[config.mk]
export PLATFORM = sky130hd
export DESIGN_NAME = edat_top
export DESIGN_NICKNAME = d
export VERILOG_FILES = /design/src/rtl/edat_pkg.sv /design/src/rtl/edat_top.sv /design/src/rtl/edat_trig_cmp.sv
export VERILOG_INCLUDE_DIRS = /design/src /design/src/rtl
export SDC_FILE = /design/constraint.sdc
export NUM_CORES = 1
export LEC_CHECK = 0
export BUFFER_PORTS_ARGS = -buffer_cell sky130_fd_sc_hd__buf_2
export CAP_MARGIN = 10
export CORE_MARGIN = 2
export CORE_UTILIZATION = 40
export DETAILED_ROUTE_END_ITERATION = 6
export HOLD_SLACK_MARGIN = 0.08
export PLACE_DENSITY_LB_ADDON = 0.1
export SLEW_MARGIN = 20
export SYNTH_ARGS = -nofsm -noshare
export SYNTH_HDL_FRONTEND = slang
export SYNTH_SLANG_ARGS = --single-unit
[constraint.sdc]
create_clock -name clk_in -period 3.47 [get_ports clk_in]
set_input_delay 0.1735 -clock clk_in [delete_from_list [all_inputs] [get_ports clk_in]]
set_output_delay 0.1735 -clock clk_in [all_outputs]
set_load 0.05 [all_outputs]
[src/rtl/edat_map.svh]
// Summary of operation
// (RL1) Segment decode acts only on target read and fetch cycles.
// (RL2) Emulation data driven only on segment match and enabled 2K block.
// (RL3) No segment match leaves the bus to the target's own memory.
// (RL4) Segment value is four bits mapped bit by bit onto A16-A19.
// (RL5) Emulation memory is enabled in whole 2K-byte blocks.
// (RL6) Several segment and block pairs may be enabled together.
// (RL7) Latched upper address feeds both decode and trace control column.
// (RL8) Floating upper address inputs read as all ones.
// (RL9) Host loads a new segment only with a segment enable command.
// (RL10) Host programs a segment before enabling emulation memory.
// (RL11) Address trigger compares A0-A15 against the programmed value.
// (RL12) A 20-bit trigger extends the compare to A0-A19.
// (RL13) Range trigger matches lower to upper bound inclusive.
// (RL14) Address term may be inverted to match outside value or range.
// (RL15) New entry replaces old unless accumulated; accumulated entries OR. Here an accumulated entry also replaces old once all ENTRIES slots are full.
// (RL16) Accumulated entries match high and low bytes independently.
// (RL17) Address term is ANDed with the other trigger categories.
// (RL18) Address term evaluated once per captured bus cycle.
`ifndef EDAT_MAP_SVH
`define EDAT_MAP_SVH
`define EDAT_ADDR_SEG_ENA     12'h000
`define EDAT_ADDR_BLK_ENA     12'h004
`define EDAT_ADDR_TRG_CTRL    12'h008
`define EDAT_ADDR_TRG_LO      12'h00c
`define EDAT_ADDR_TRG_HI      12'h010
`define EDAT_ADDR_IRQ_STAT    12'h014
`define EDAT_ADDR_IRQ_MASK    12'h018
`define EDAT_ADDR_STATUS      12'h01c
`define EDAT_SEG_COUNT        4
`define EDAT_BLK_LSB          11
`define EDAT_BLK_MSB          15
`define EDAT_CTL_ACCUM        0
`define EDAT_CTL_RANGE        1
`define EDAT_CTL_INVERT       2
`define EDAT_CTL_WIDE         3
`define EDAT_CTL_CLEAR        4
`define EDAT_IRQ_TRIG         0
`define EDAT_IRQ_EMUL         1
`define EDAT_RESP_OKAY        2'h0
`define EDAT_RESP_SLVERR      2'h2
`endif

[src/rtl/edat_pkg.sv]
package edat_pkg;
  typedef struct packed {
    logic [19:0] addr;
    logic        rd;
    logic        fetch;
    logic        strobe;
  } edat_cyc_t;
  typedef struct packed {
    logic [19:0] lo;
    logic [19:0] hi;
    logic        range;
    logic        invert;
    logic        wide;
  } edat_trg_t;
endpackage

[src/rtl/edat_top.sv]
// The AXI4-Lite interface to the registers and the register addresses were chosen for this implementation.
`timescale 1ns/1ps
`include "edat_map.svh"
module edat_top #(
  parameter int ENTRIES = 4
) (
  // Clock and reset
  input  wire logic        clk_in,
  input  wire logic        srst_in,
  // AXI4-Lite write
  input  wire logic [11:0] awaddr_in,
  input  wire logic        awvalid_in,
  output logic             awready_out,
  input  wire logic [31:0] wdata_in,
  input  wire logic [3:0]  wstrb_in,
  input  wire logic        wvalid_in,
  output logic             wready_out,
  output logic [1:0]       bresp_out,
  output logic             bvalid_out,
  input  wire logic        bready_in,
  // AXI4-Lite read
  input  wire logic [11:0] araddr_in,
  input  wire logic        arvalid_in,
  output logic             arready_out,
  output logic [31:0]      rdata_out,
  output logic [1:0]       rresp_out,
  output logic             rvalid_out,
  input  wire logic        rready_in,
  // Target bus pins
  input  wire logic [19:0] tgt_addr_in,
  input  wire logic        tgt_rd_in,
  input  wire logic        tgt_fetch_in,
  input  wire logic        tgt_strobe_in,
  input  wire logic        other_terms_in,
  // Results
  output logic             emul_drive_out,
  output logic [3:0]       control_trace_column_out,
  output logic             trigger_out,
  output logic             irq_out
);
  //////////////////////////////////////////////////////////////////////////
  // Pin synchronisers and strobe edge
  edat_pkg::edat_cyc_t s1_ff, s2_ff, nxt_s1, nxt_s2;
  logic strb_d_ff, nxt_strb_d;
  logic [19:0] lat_addr_ff, nxt_lat_addr;
  logic cyc_rd_ff, nxt_cyc_rd;
  logic cap_ff, nxt_cap;
  logic cyc_start;

  always_comb begin
    nxt_s1 = '{addr: tgt_addr_in, rd: tgt_rd_in, fetch: tgt_fetch_in,
               strobe: tgt_strobe_in};
    nxt_s2 = s1_ff;
    nxt_strb_d = s2_ff.strobe;
    cyc_start = s2_ff.strobe & ~strb_d_ff;
    nxt_lat_addr = lat_addr_ff;
    nxt_cyc_rd = cyc_rd_ff;
    nxt_cap = cyc_start;
    if (cyc_start) begin
      nxt_lat_addr = s2_ff.addr; // RL7 RL18
      nxt_cyc_rd = s2_ff.rd | s2_ff.fetch; // RL1
    end
  end

  always_ff @(posedge clk_in) begin
    if (srst_in) begin
      s1_ff <= '{addr: 20'hfffff, rd: 1'b0, fetch: 1'b0, strobe: 1'b0};
      s2_ff <= '{addr: 20'hfffff, rd: 1'b0, fetch: 1'b0, strobe: 1'b0};
      strb_d_ff <= 1'b0;
      lat_addr_ff <= 20'hfffff; // RL8
      cyc_rd_ff <= 1'b0;
      cap_ff <= 1'b0;
    end else begin
      s1_ff <= nxt_s1;
      s2_ff <= nxt_s2;
      strb_d_ff <= nxt_strb_d;
      lat_addr_ff <= nxt_lat_addr;
      cyc_rd_ff <= nxt_cyc_rd;
      cap_ff <= nxt_cap;
    end
  end

  //////////////////////////////////////////////////////////////////////////
  // Configuration registers
  logic [4*`EDAT_SEG_COUNT-1:0]  seg_ff, nxt_seg;
  logic [32*`EDAT_SEG_COUNT-1:0] blk_ff, nxt_blk;
  edat_pkg::edat_trg_t ent_ff [ENTRIES];
  edat_pkg::edat_trg_t nxt_ent [ENTRIES];
  logic [ENTRIES-1:0] ent_v_ff, nxt_ent_v;
  logic [19:0] lo_ff, nxt_lo, hi_ff, nxt_hi;
  logic [1:0] stat_ff, nxt_stat, mask_ff, nxt_mask;
  logic aw_ok, w_ok, do_wr;
  logic [11:0] aw_q_ff, nxt_aw_q;
  logic [31:0] w_q_ff, nxt_w_q;
  logic aw_h_ff, nxt_aw_h, w_h_ff, nxt_w_h, bv_ff, nxt_bv;
  logic [1:0] br_ff, nxt_br;
  logic [11:0] wa;
  logic [31:0] wd;
  logic emul_hit, trg_hit, addr_term;
  logic [$clog2(ENTRIES+1)-1:0] fill;

  // Each segment slot owns a 32-bit block-enable word in blk_ff, indexed by address bits [15:11]
  always_comb begin
    emul_hit = 1'b0;
    for (int i = 0; i < `EDAT_SEG_COUNT; i++) begin
      if (seg_ff[4*i +: 4] == lat_addr_ff[19:16] &&
          blk_ff[32*i + 32'(lat_addr_ff[`EDAT_BLK_MSB:`EDAT_BLK_LSB])])
        emul_hit = 1'b1; // RL2 RL3 RL4 RL5 RL6
    end
  end
  assign emul_drive_out = cyc_rd_ff & emul_hit; // RL1 RL2 RL3
  assign control_trace_column_out = lat_addr_ff[19:16]; // RL7

  edat_trig_cmp #(.ENTRIES(ENTRIES)) u_cmp (
    .ent_in   (ent_ff),
    .valid_in (ent_v_ff),
    .addr_in  (lat_addr_ff),
    .match_out(addr_term)
  );
  assign trg_hit = cap_ff & addr_term & other_terms_in; // RL17 RL18
  assign trigger_out = trg_hit;

  always_comb begin
    fill = '0;
    for (int i = 0; i < ENTRIES; i++)
      fill = fill + {{($bits(fill)-1){1'b0}}, ent_v_ff[i]};
  end

  assign aw_ok = awvalid_in & ~aw_h_ff & ~bv_ff;
  assign w_ok = wvalid_in & ~w_h_ff & ~bv_ff;
  assign awready_out = ~aw_h_ff & ~bv_ff;
  assign wready_out = ~w_h_ff & ~bv_ff;
  assign wa = aw_h_ff ? aw_q_ff : awaddr_in;
  assign wd = w_h_ff ? w_q_ff : wdata_in;
  assign do_wr = (aw_h_ff | aw_ok) & (w_h_ff | w_ok);
  assign bvalid_out = bv_ff;
  assign bresp_out = br_ff;

  always_comb begin
    nxt_seg = seg_ff;
    nxt_blk = blk_ff;
    nxt_ent = ent_ff;
    nxt_ent_v = ent_v_ff;
    nxt_lo = lo_ff;
    nxt_hi = hi_ff;
    nxt_mask = mask_ff;
    nxt_aw_q = aw_ok ? awaddr_in : aw_q_ff;
    nxt_w_q = w_ok ? wdata_in : w_q_ff;
    nxt_aw_h = (aw_h_ff | aw_ok) & ~do_wr;
    nxt_w_h = (w_h_ff | w_ok) & ~do_wr;
    nxt_bv = do_wr | (bv_ff & ~bready_in);
    nxt_br = br_ff;
    nxt_stat = stat_ff;
    if (do_wr) begin
      nxt_br = `EDAT_RESP_OKAY;
      unique case (wa)
        `EDAT_ADDR_SEG_ENA: nxt_seg[4*wd[5:4] +: 4] = wd[3:0]; // RL4 RL9
        `EDAT_ADDR_BLK_ENA: begin
          nxt_blk[32*wd[17:16] +: 32] = {16'h0, wd[15:0]}; // RL5 RL6
        end
        `EDAT_ADDR_TRG_LO: nxt_lo = wd[19:0];
        `EDAT_ADDR_TRG_HI: nxt_hi = wd[19:0];
        `EDAT_ADDR_TRG_CTRL: begin
          if (wd[`EDAT_CTL_CLEAR]) begin
            nxt_ent_v = '0;
          end else begin
            if (!wd[`EDAT_CTL_ACCUM] || fill == ENTRIES[$bits(fill)-1:0])
              nxt_ent_v = '0; // RL15
            for (int i = ENTRIES-1; i >= 0; i--)
              if (!nxt_ent_v[i]) begin
                nxt_ent[i] = '{lo: lo_ff, hi: hi_ff,
                  range: wd[`EDAT_CTL_RANGE], invert: wd[`EDAT_CTL_INVERT],
                  wide: wd[`EDAT_CTL_WIDE]}; // RL12 RL13 RL14
              end
            for (int i = 0; i < ENTRIES; i++)
              if (!nxt_ent_v[i] && (i == 0 || nxt_ent_v[(i > 0) ? i-1 : 0] ||
                  (!wd[`EDAT_CTL_ACCUM]))) begin
                nxt_ent_v[i] = 1'b1;
                break;
              end
          end
        end
        `EDAT_ADDR_IRQ_STAT: nxt_stat = stat_ff & ~wd[1:0];
        `EDAT_ADDR_IRQ_MASK: nxt_mask = wd[1:0];
        default: nxt_br = `EDAT_RESP_SLVERR;
      endcase
    end
    // Set wins over clear
    if (trg_hit) nxt_stat[`EDAT_IRQ_TRIG] = 1'b1;
    if (cap_ff & emul_drive_out) nxt_stat[`EDAT_IRQ_EMUL] = 1'b1;
  end

  always_ff @(posedge clk_in) begin
    if (srst_in) begin
      seg_ff <= '1;
      blk_ff <= '0;
      for (int i = 0; i < ENTRIES; i++) ent_ff[i] <= '0;
      ent_v_ff <= '0;
      lo_ff <= 20'h00000;
      hi_ff <= 20'h00000;
      stat_ff <= 2'h0;
      mask_ff <= 2'h0;
      aw_q_ff <= 12'h000;
      w_q_ff <= 32'h0;
      aw_h_ff <= 1'b0;
      w_h_ff <= 1'b0;
      bv_ff <= 1'b0;
      br_ff <= 2'h0;
    end else begin
      seg_ff <= nxt_seg;
      blk_ff <= nxt_blk;
      ent_ff <= nxt_ent;
      ent_v_ff <= nxt_ent_v;
      lo_ff <= nxt_lo;
      hi_ff <= nxt_hi;
      stat_ff <= nxt_stat;
      mask_ff <= nxt_mask;
      aw_q_ff <= nxt_aw_q;
      w_q_ff <= nxt_w_q;
      aw_h_ff <= nxt_aw_h;
      w_h_ff <= nxt_w_h;
      bv_ff <= nxt_bv;
      br_ff <= nxt_br;
    end
  end
  assign irq_out = |(stat_ff & mask_ff);

  //////////////////////////////////////////////////////////////////////////
  // Read channel
  logic rv_ff, nxt_rv;
  logic [31:0] rd_ff, nxt_rd;
  logic [1:0] rr_ff, nxt_rr;
  assign arready_out = ~rv_ff;
  assign rvalid_out = rv_ff;
  assign rdata_out = rd_ff;
  assign rresp_out = rr_ff;

  always_comb begin
    nxt_rv = rv_ff & ~rready_in;
    nxt_rd = rd_ff;
    nxt_rr = rr_ff;
    if (arvalid_in & ~rv_ff) begin
      nxt_rv = 1'b1;
      nxt_rr = `EDAT_RESP_OKAY;
      nxt_rd = 32'h0;
      unique case (araddr_in)
        `EDAT_ADDR_SEG_ENA: nxt_rd = {16'h0, seg_ff};
        `EDAT_ADDR_BLK_ENA: nxt_rd = blk_ff[31:0];
        `EDAT_ADDR_TRG_LO: nxt_rd = {12'h0, lo_ff};
        `EDAT_ADDR_TRG_HI: nxt_rd = {12'h0, hi_ff};
        `EDAT_ADDR_TRG_CTRL: nxt_rd = {{(32-ENTRIES){1'b0}}, ent_v_ff};
        `EDAT_ADDR_IRQ_STAT: nxt_rd = {30'h0, stat_ff};
        `EDAT_ADDR_IRQ_MASK: nxt_rd = {30'h0, mask_ff};
        `EDAT_ADDR_STATUS: nxt_rd = {12'h0, lat_addr_ff}; // RL7
        default: nxt_rr = `EDAT_RESP_SLVERR;
      endcase
    end
  end

  always_ff @(posedge clk_in) begin
    if (srst_in) begin
      rv_ff <= 1'b0;
      rd_ff <= 32'h0;
      rr_ff <= 2'h0;
    end else begin
      rv_ff <= nxt_rv;
      rd_ff <= nxt_rd;
      rr_ff <= nxt_rr;
    end
  end

  //////////////////////////////////////////////////////////////////////////
  // Checks
  a_emul_only_read: assert property ( // RL1
    @(posedge clk_in) disable iff (srst_in)
    cap_ff && emul_drive_out |-> $past(s2_ff.rd | s2_ff.fetch))
    else $error("emul on non-read");
  a_emul_seg_match: assert property ( // RL3
    @(posedge clk_in) disable iff (srst_in)
    emul_drive_out |-> (seg_ff[3:0] == control_trace_column_out) ||
      (seg_ff[7:4] == control_trace_column_out) ||
      (seg_ff[11:8] == control_trace_column_out) ||
      (seg_ff[15:12] == control_trace_column_out))
    else $error("emul without match");
  a_trace_column: assert property ( // RL7
    @(posedge clk_in) disable iff (srst_in)
    cyc_start |=> control_trace_column_out == $past(s2_ff.addr[19:16]))
    else $error("trace column not latched");
  a_float_high: assert property ( // RL8
    @(posedge clk_in) disable iff (srst_in)
    $fell(srst_in) |-> control_trace_column_out == 4'hf)
    else $error("latched segment not all ones");
  a_trig_and_terms: assert property ( // RL17
    @(posedge clk_in) disable iff (srst_in)
    trigger_out |-> other_terms_in && addr_term)
    else $error("trigger without all terms");
  a_trig_per_cycle: assert property ( // RL18
    @(posedge clk_in) disable iff (srst_in)
    trigger_out |=> !trigger_out) else $error("trigger twice");
  a_trig_sticky: assert property (@(posedge clk_in) disable iff (srst_in)
    trigger_out |=> stat_ff[`EDAT_IRQ_TRIG]) else $error("trig not sticky");
  a_bresp_after: assert property (@(posedge clk_in) disable iff (srst_in)
    do_wr |=> bvalid_out) else $error("no write response");
  a_rd_answer: assert property (@(posedge clk_in) disable iff (srst_in)
    arvalid_in && arready_out |=> rvalid_out) else $error("no read answer");
  c_emul: cover property (@(posedge clk_in) emul_drive_out);
  c_trig: cover property (@(posedge clk_in) trigger_out);
  c_irq: cover property (@(posedge clk_in) irq_out);
  c_accum_trig: cover property (@(posedge clk_in) trigger_out && ent_v_ff[1]);
  c_range_trig: cover property (@(posedge clk_in) trigger_out && ent_ff[0].range);
endmodule // edat_top

[src/rtl/edat_trig_cmp.sv]
`timescale 1ns/1ps
`include "edat_map.svh"
module edat_trig_cmp #(
  parameter int ENTRIES = 4
) (
  // Entries
  input  wire edat_pkg::edat_trg_t     ent_in [ENTRIES],
  input  wire logic [ENTRIES-1:0]      valid_in,
  // Sample
  input  wire logic [19:0]             addr_in,
  // Result
  output logic                         match_out
);
  function automatic logic in_range(input logic [19:0] a,
      input logic [19:0] l, input logic [19:0] h);
    in_range = (a >= l) && (a <= h); // RL13
  endfunction

  logic hi_any;
  logic lo_any;
  logic rng_any;
  logic inv;

  // Bytes of all accumulated non-range entries match independently
  always_comb begin
    hi_any  = 1'b0;
    lo_any  = 1'b0;
    rng_any = 1'b0;
    inv     = 1'b0;
    for (int i = 0; i < ENTRIES; i++) begin
      if (valid_in[i]) begin
        inv = inv | ent_in[i].invert;
        if (ent_in[i].range) begin
          rng_any = rng_any | (ent_in[i].wide ?
            in_range(addr_in, ent_in[i].lo, ent_in[i].hi) :
            in_range({4'h0, addr_in[15:0]}, {4'h0, ent_in[i].lo[15:0]},
                     {4'h0, ent_in[i].hi[15:0]})); // RL12
        end else begin
          hi_any = hi_any | ((addr_in[15:8] == ent_in[i].lo[15:8]) &&
            (!ent_in[i].wide ||
             addr_in[19:16] == ent_in[i].lo[19:16])); // RL11 RL12 RL16
          lo_any = lo_any | (addr_in[7:0] == ent_in[i].lo[7:0]); // RL16
        end
      end
    end
    match_out = ((hi_any & lo_any) | rng_any) ^ inv; // RL14 RL15
  end
endmodule // edat_trig_cmp

# After elaboration in Yosys (flattened, before gate mapping)
# Cells that the tools add are included.
# Widths: inputs -> output; s select.
[totals]
latchBits = 0
wordCells = 313
mem_bits_ro = 0
ramBits = 0
mem_count = 0
regBits = 505
out_inout_bits = 48
[op_classes]
shifts = 4
bitwise_logic = 52
n_lt_le_gt_ge = 20
add_sub_neg = 8
reduce_logical = 56
eq_ne = 30
n_mux = 94
div_mod_pow = 0
n_mul = 0
[op_table]
columns = ["operator", "count"]
rows = [
  ["$pmux 32 s8", 1],
  ["$bwmux 128", 1],
  ["$shift 32x34->128 const A", 1],
  ["$shiftx 32x34->128", 1],
  ["$eq 12x5->1 const B", 7],
  ["$ge 20x20->1", 4],
  ["$le 20x20->1", 4],
  ["$mux 1", 74],
  ["$eq 8x8->1", 8],
  ["$ge 16x16->1", 4],
  ["$le 16x16->1", 4],
  ["$eq 12x4->1 const B", 4],
  ["$neg 4->34", 1],
  ["$neg 7->34", 1],
  ["$shift 4x34->16 const A", 1],
  ["$shiftx 4x34->16", 1],
  ["$eq 4x4->1", 8],
  ["$eq 12x3->1 const B", 2],
  ["$logic_not 12->1", 2],
  ["$bmux 1 s7", 3],
  ["$mux 20", 1],
  ["$mux 4", 5],
  ["$logic_and 1x1->1", 19],
  ["$and 1x1->1", 18],
  ["27 further kinds", 89],
]

# Longest topological paths before layout
[depth]
ltp_word = 32
ltp_mapped = 12
mapped_depth_nobuf = 12

# By module
# A second synthesis with hierarchy kept.
[unflattened]
hier_cells = 2591
area_unflattened_um2 = 21705.8
[modules_own_cells]
columns = ["mod", "seq_area_each_um2", "cells_each", "area_each_um2", "instances"]
rows = [
  ["edat_top", 8568.2, 1990, 17389.2, 1],
  ["edat_trig_cmp", 0.0, 601, 4316.6, 1],
]

# Worst setup path before layout
# OpenSTA, ideal clock, no wires.
[synth_path]
path_kind = "reg-to-output"
from = "reg lat_addr_ff[10]"
to = "out trigger_out"
setup_slack_ns = 0.285
t_arrival_ns = 3.011
required_ns = 3.296
stages_incl_launch_ff = 11
n_path_buf = 0
cell_sequence = "dfxtp_1 ha_1 and3_1 a211o_1 a221oi_1 and3_2 nor4b_1 a2111oi_1 nand4_1 xor2_1 nor2_1"
[synth_via]
elab_chain_cells = 18
elab_cells_between_ends = 63
[synth_lines]
columns = ["element", "line", "source"]
rows = [
  ["start, declared", "edat_top.sv:45", "logic [19:0] lat_addr_ff, nxt_lat_addr;"],
  ["start signal, assigned", "edat_top.sv:77", "lat_addr_ff <= nxt_lat_addr;"],
  ["$ge 20x20->1 (tied with other cells)", "edat_trig_cmp.sv:16", "in_range = (a >= l) && (a <= h);"],
  ["$logic_and 1x1->1 (on tied branches)", "edat_trig_cmp.sv:16, edat_trig_cmp.sv:39", ""],
  ["$mux 1 (on tied branches)", "edat_trig_cmp.sv:34, edat_trig_cmp.sv:33", ""],
  ["$mux 1 (on tied branches)", "edat_trig_cmp.sv:33, edat_trig_cmp.sv:31", ""],
  ["$mux 1 / $or 1x1->1 (equally long branches)", "edat_trig_cmp.sv:31, edat_trig_cmp.sv:39", ""],
  ["$or 1x1->1 / $mux 1 (equally long branches)", "edat_trig_cmp.sv:34, edat_trig_cmp.sv:33", ""],
  ["$mux 1 (on tied branches)", "edat_trig_cmp.sv:33, edat_trig_cmp.sv:31", ""],
  ["$mux 1 / $or 1x1->1 (equally long branches)", "edat_trig_cmp.sv:31, edat_trig_cmp.sv:39", ""],
  ["$or 1x1->1 / $mux 1 (equally long branches)", "edat_trig_cmp.sv:34, edat_trig_cmp.sv:33", ""],
  ["$mux 1 (on tied branches)", "edat_trig_cmp.sv:33, edat_trig_cmp.sv:31", ""],
  ["$mux 1 / $or 1x1->1 (equally long branches)", "edat_trig_cmp.sv:31, edat_trig_cmp.sv:39", ""],
  ["$or 1x1->1 / $mux 1 (equally long branches)", "edat_trig_cmp.sv:34, edat_trig_cmp.sv:33", ""],
  ["$mux 1 (on tied branches)", "edat_trig_cmp.sv:33, edat_trig_cmp.sv:31", ""],
  ["$mux 1 / $and 1x1->1 (equally long branches)", "edat_trig_cmp.sv:31, edat_trig_cmp.sv:46", ""],
  ["$or 1x1->1 (*)", "edat_trig_cmp.sv:46", "match_out = ((hi_any & lo_any) | rng_any) ^ inv;"],
  ["$xor 1x1->1 (*)", "edat_trig_cmp.sv:46", ""],
  ["$and 1x1->1 (*) (2 in a row)", "edat_top.sv:120", "assign trg_hit = cap_ff & addr_term & other_terms_in;"],
  ["end, declared", "edat_top.sv:38", "output logic trigger_out,"],
]
# Every way passes the cells marked *; elsewhere a longest branch is shown, timed or not.

# Final worst setup path
# Same ends and word-level chain as after synthesis.

==> reports/results.tsv <==
stage	metric	value	unit
final_layout	Register Area	8610	um2
floorplanning	Core ar.	51500	um2
critical_path	worst path arrival time	3510	ps
cts	clk root buf	clkbuf_16	
synth	Syn. warnings	0	
cts	clock buffer depth	3	
synth	Seq cells post-synth	428	
global_route	antenna violations before repair	0	
synth	synthesized area	20900	um2
final_layout	fillers	4986	
global_route	GRT Util Overall	25.9	%
timing	hold slack	234	ps
status	failing checks	setup timing	
global_route	pin count of the biggest net entering global routing	109	
route	WL final	70800	um
synth	cell taking the most area after synthesis	dfxtp_1	
pwr	Leak	9.04	nW
final_layout	area delta synth->final	21.1	%
final_layout	Ant. Diodes	0	
timing	actual slew at the worst max-slew pin	1090	ps
cts	Worst-path clk slew	60	ps
synth	Post-synth EDFFs	0	
timing	Final setup viols	1	
global_route	grt ovf	0	
placement	pre-CTS WS	26.8	ps
synth	Post-synth top cells	438 x nand2_1, 428 x dfxtp_1, 337 x a21oi_1, 201 x nor2_1, 172 x ha_1	
floorplanning	Starting Density	40.6	%
global_route	number of global-route vias before repair	17700	
flow_run	Max Cap Viol	0	
timing	Final Max Tran Viols	0	
critical_path	CP Data Required Time	3300	ps
route	# DRC	0	
route	drt wl/cell	20.7	um
floorplanning	I/O Pins	139	
pwr	switching power	2.94	mW
critical_path	CP Capture Type	output port	
route	Vias/cell	5.39	
pwr	clock share of power	46.7	%
timing	f_max	272	MHz
placement	routability cong.	0.897	
pwr	Comb pwr share	9.3	%
route	DR vias	18400	
critical_path	crit-path max FO	7	
synth	count leader, synth	nand2_1	
synth	dominant synthesized flop cell	dfxtp_1	
floorplanning	# rows	83	
route	first-iteration detailed-routing DRC count	1206	
synth	Syn Inst Count	2521	
timing	clk_skew	20.3	ps
placement	Port Buffer Count	120	
pwr	PwrDens	456	nW/um2
cts	H-tree depth	2	
floorplanning	Die Y	233	um
pwr	P_int	8.60	mW
timing	number of hold violations in the final report	0	
synth	ranking of synthesized cells by area	dfxtp_1 41%, ha_1 10%, a21oi_1 8.1%	
synth	Synth top area share	41.0	%
critical_path	critical path type	reg -> out	
floorplanning	die area	54100	um2
final_layout	Final nets	2970	
route	first-pass iteration count of the detailed router	5	
placement	Final HPWL DP	49700	um
final_layout	post-route insts no fill	3423	
timing	final setup slack of the worst path	-212	ps
status	outcome	complete, but fails checks	
min_path	HP Class	in -> reg	
timing	RSZ-0062 raised after global routing	true	
timing	Min Clock Period, post-route	3680	ps
pwr	power consumption	11.5	mW
floorplanning	die extent in x	233	um
synth	sequential area share after synthesis	41.0	%
cts	worst skew pair latency	610	ps
cts	Clock Sinks	428	
synth	Post-synth ARST share	0	%
critical_path	startpoint types	flip-flop	
final_layout	multi-input logic area	11200	um2
cts	CTS Buf Count	49	
synth	unique cell type count in the Yosys netlist	75	
synth	syn avg cell area	8.29	um2
pwr	worst vdd ir	0.398	mV
route	remaining antenna violation count	0	
final_layout	ratio of cells with drive above 1 in the final layout	16.8	%
placement	placed cells	3260	
pwr	sw frac	25.5	%
global_route	first-pass GRT wire length	107000	um
timing	final period utilization	106	%
timing	Max transition margin	26.2	%
cts	CTS tree	done	
pwr	sequential power share	44.0	%
## through the flow
step / instance area [um2] / utilization [%] / TNS, ps
2_1_floorplan: 20900 / - / 0
3_3_place_gp: 22600 / 43.8 / 0
3_5_place_dp: 22600 / 43.8 / 0
4_1_cts: 25200 / 49.0 / -249
5_1_grt: 25300 / 49.1 / -370
6_report: 25300 / 49.1 / -212
## critical path, cell delays in order, from the launching register on
cell,delay (ps)
dfxtp_4,370
buf_4,190
ha_1,340
nor2b_1,140
o21ai_1,170
o2111ai_1,170
a211oi_2,310
nor4_2,80
a2111oi_2,320
nand4_1,260
xor2_2,250
nor2_2,120
buf_6,170
## cell families (layout without fill, tap and decap cells)
family / count (synthesis) / in the layout / share of synthesized area, %
other cells: 1 / 2 / 0.0180
flops: 428 / 428 / 41.0
mux: 58 / 58 / 4.12
compound gates: 584 / 584 / 17.3
simple gates: 927 / 927 / 19.9
buf+inv: 333 / 554 / 6.59
fa+ha+maj: 173 / 173 / 10.4
xor+xnor: 17 / 17 / 0.713
## flip-flops by register name, summed over array words and instances (netlist names), 16 cells and up
name / flops
ent_ff: 172
blk_ff: 64
nxt_s2: 23
s2_ff: 22
rdata_out: 21
hi_ff: 20
lat_addr_ff: 20
lo_ff: 20
w_q_ff: 20
seg_ff: 16
## cells in the final DEF (no fill, tap or decap), drive strengths merged, types with 18 or more instances in the layout
master	instances
dlygate4sd3	65
a211o	37
ha	172
o21ai	30
nand2	441
nor2	202
buf	236
or2	45
nand4	34
mux4	22
inv	166
a21oi	342
dfxtp	428
a21o	18
nor3	90
a211oi	77
mux2i	32
nor2b	43
clkbuf	72
## final timing paths
check | endpoint | slack [ps] | cells past startpoint | start
hold reg to reg | s2_ff[13] | 410 | 1 | nxt_s2[13]
setup / recovery | trigger_out | -210 | 12 | lat_addr_ff[10]
hold / removal | rdata_out[9] | 230 | 6 | araddr_in[10]
setup reg to reg | stat_ff[0] | 520 | 13 | lat_addr_ff[9]
## repair_timing
item	4_1_cts	5_1_grt
resized for setup	69	10
buffers inserted	11	0
pin swaps	26	11
hold buffers	65	0
hold endpoints to repair	93	0
setup endpoints to repair	2	1
## metal layers
| layer | part of all wire (%) | wire, um | global-route usage (%) |
|---|---|---|---|
| met2 | 48 | 34100 | 44.3 |
| met5 | 0 | 0 | 0 |
| met1 | 45 | 31800 | 34.0 |
| met4 | 2.6 | 1850 | 7.50 |
| met3 | 4.4 | 3080 | 3.59 |
## cell type report
type                    count  share of cell area, %
flip-flops and latches    428                   34.0
multi-input cells        1761                   44.5
clock buffers              72                   5.58
well taps                 680                   3.36
inverters                 165                   2.46
repair buffers            301                   9.08
clock inverters            16                  0.984
## power by group through the flow
stage	sequential, mW	clock [mW]	combinational, mW
CTS	5.07	5.49	1.07
floorplan	5.20	0	0.562
global route	5.08	5.68	1.17
detailed placement	5.18	0	0.983
global placement	5.17	0	0.964
finish	5.07	5.39	1.07
Power figures use the tool's default switching activity.
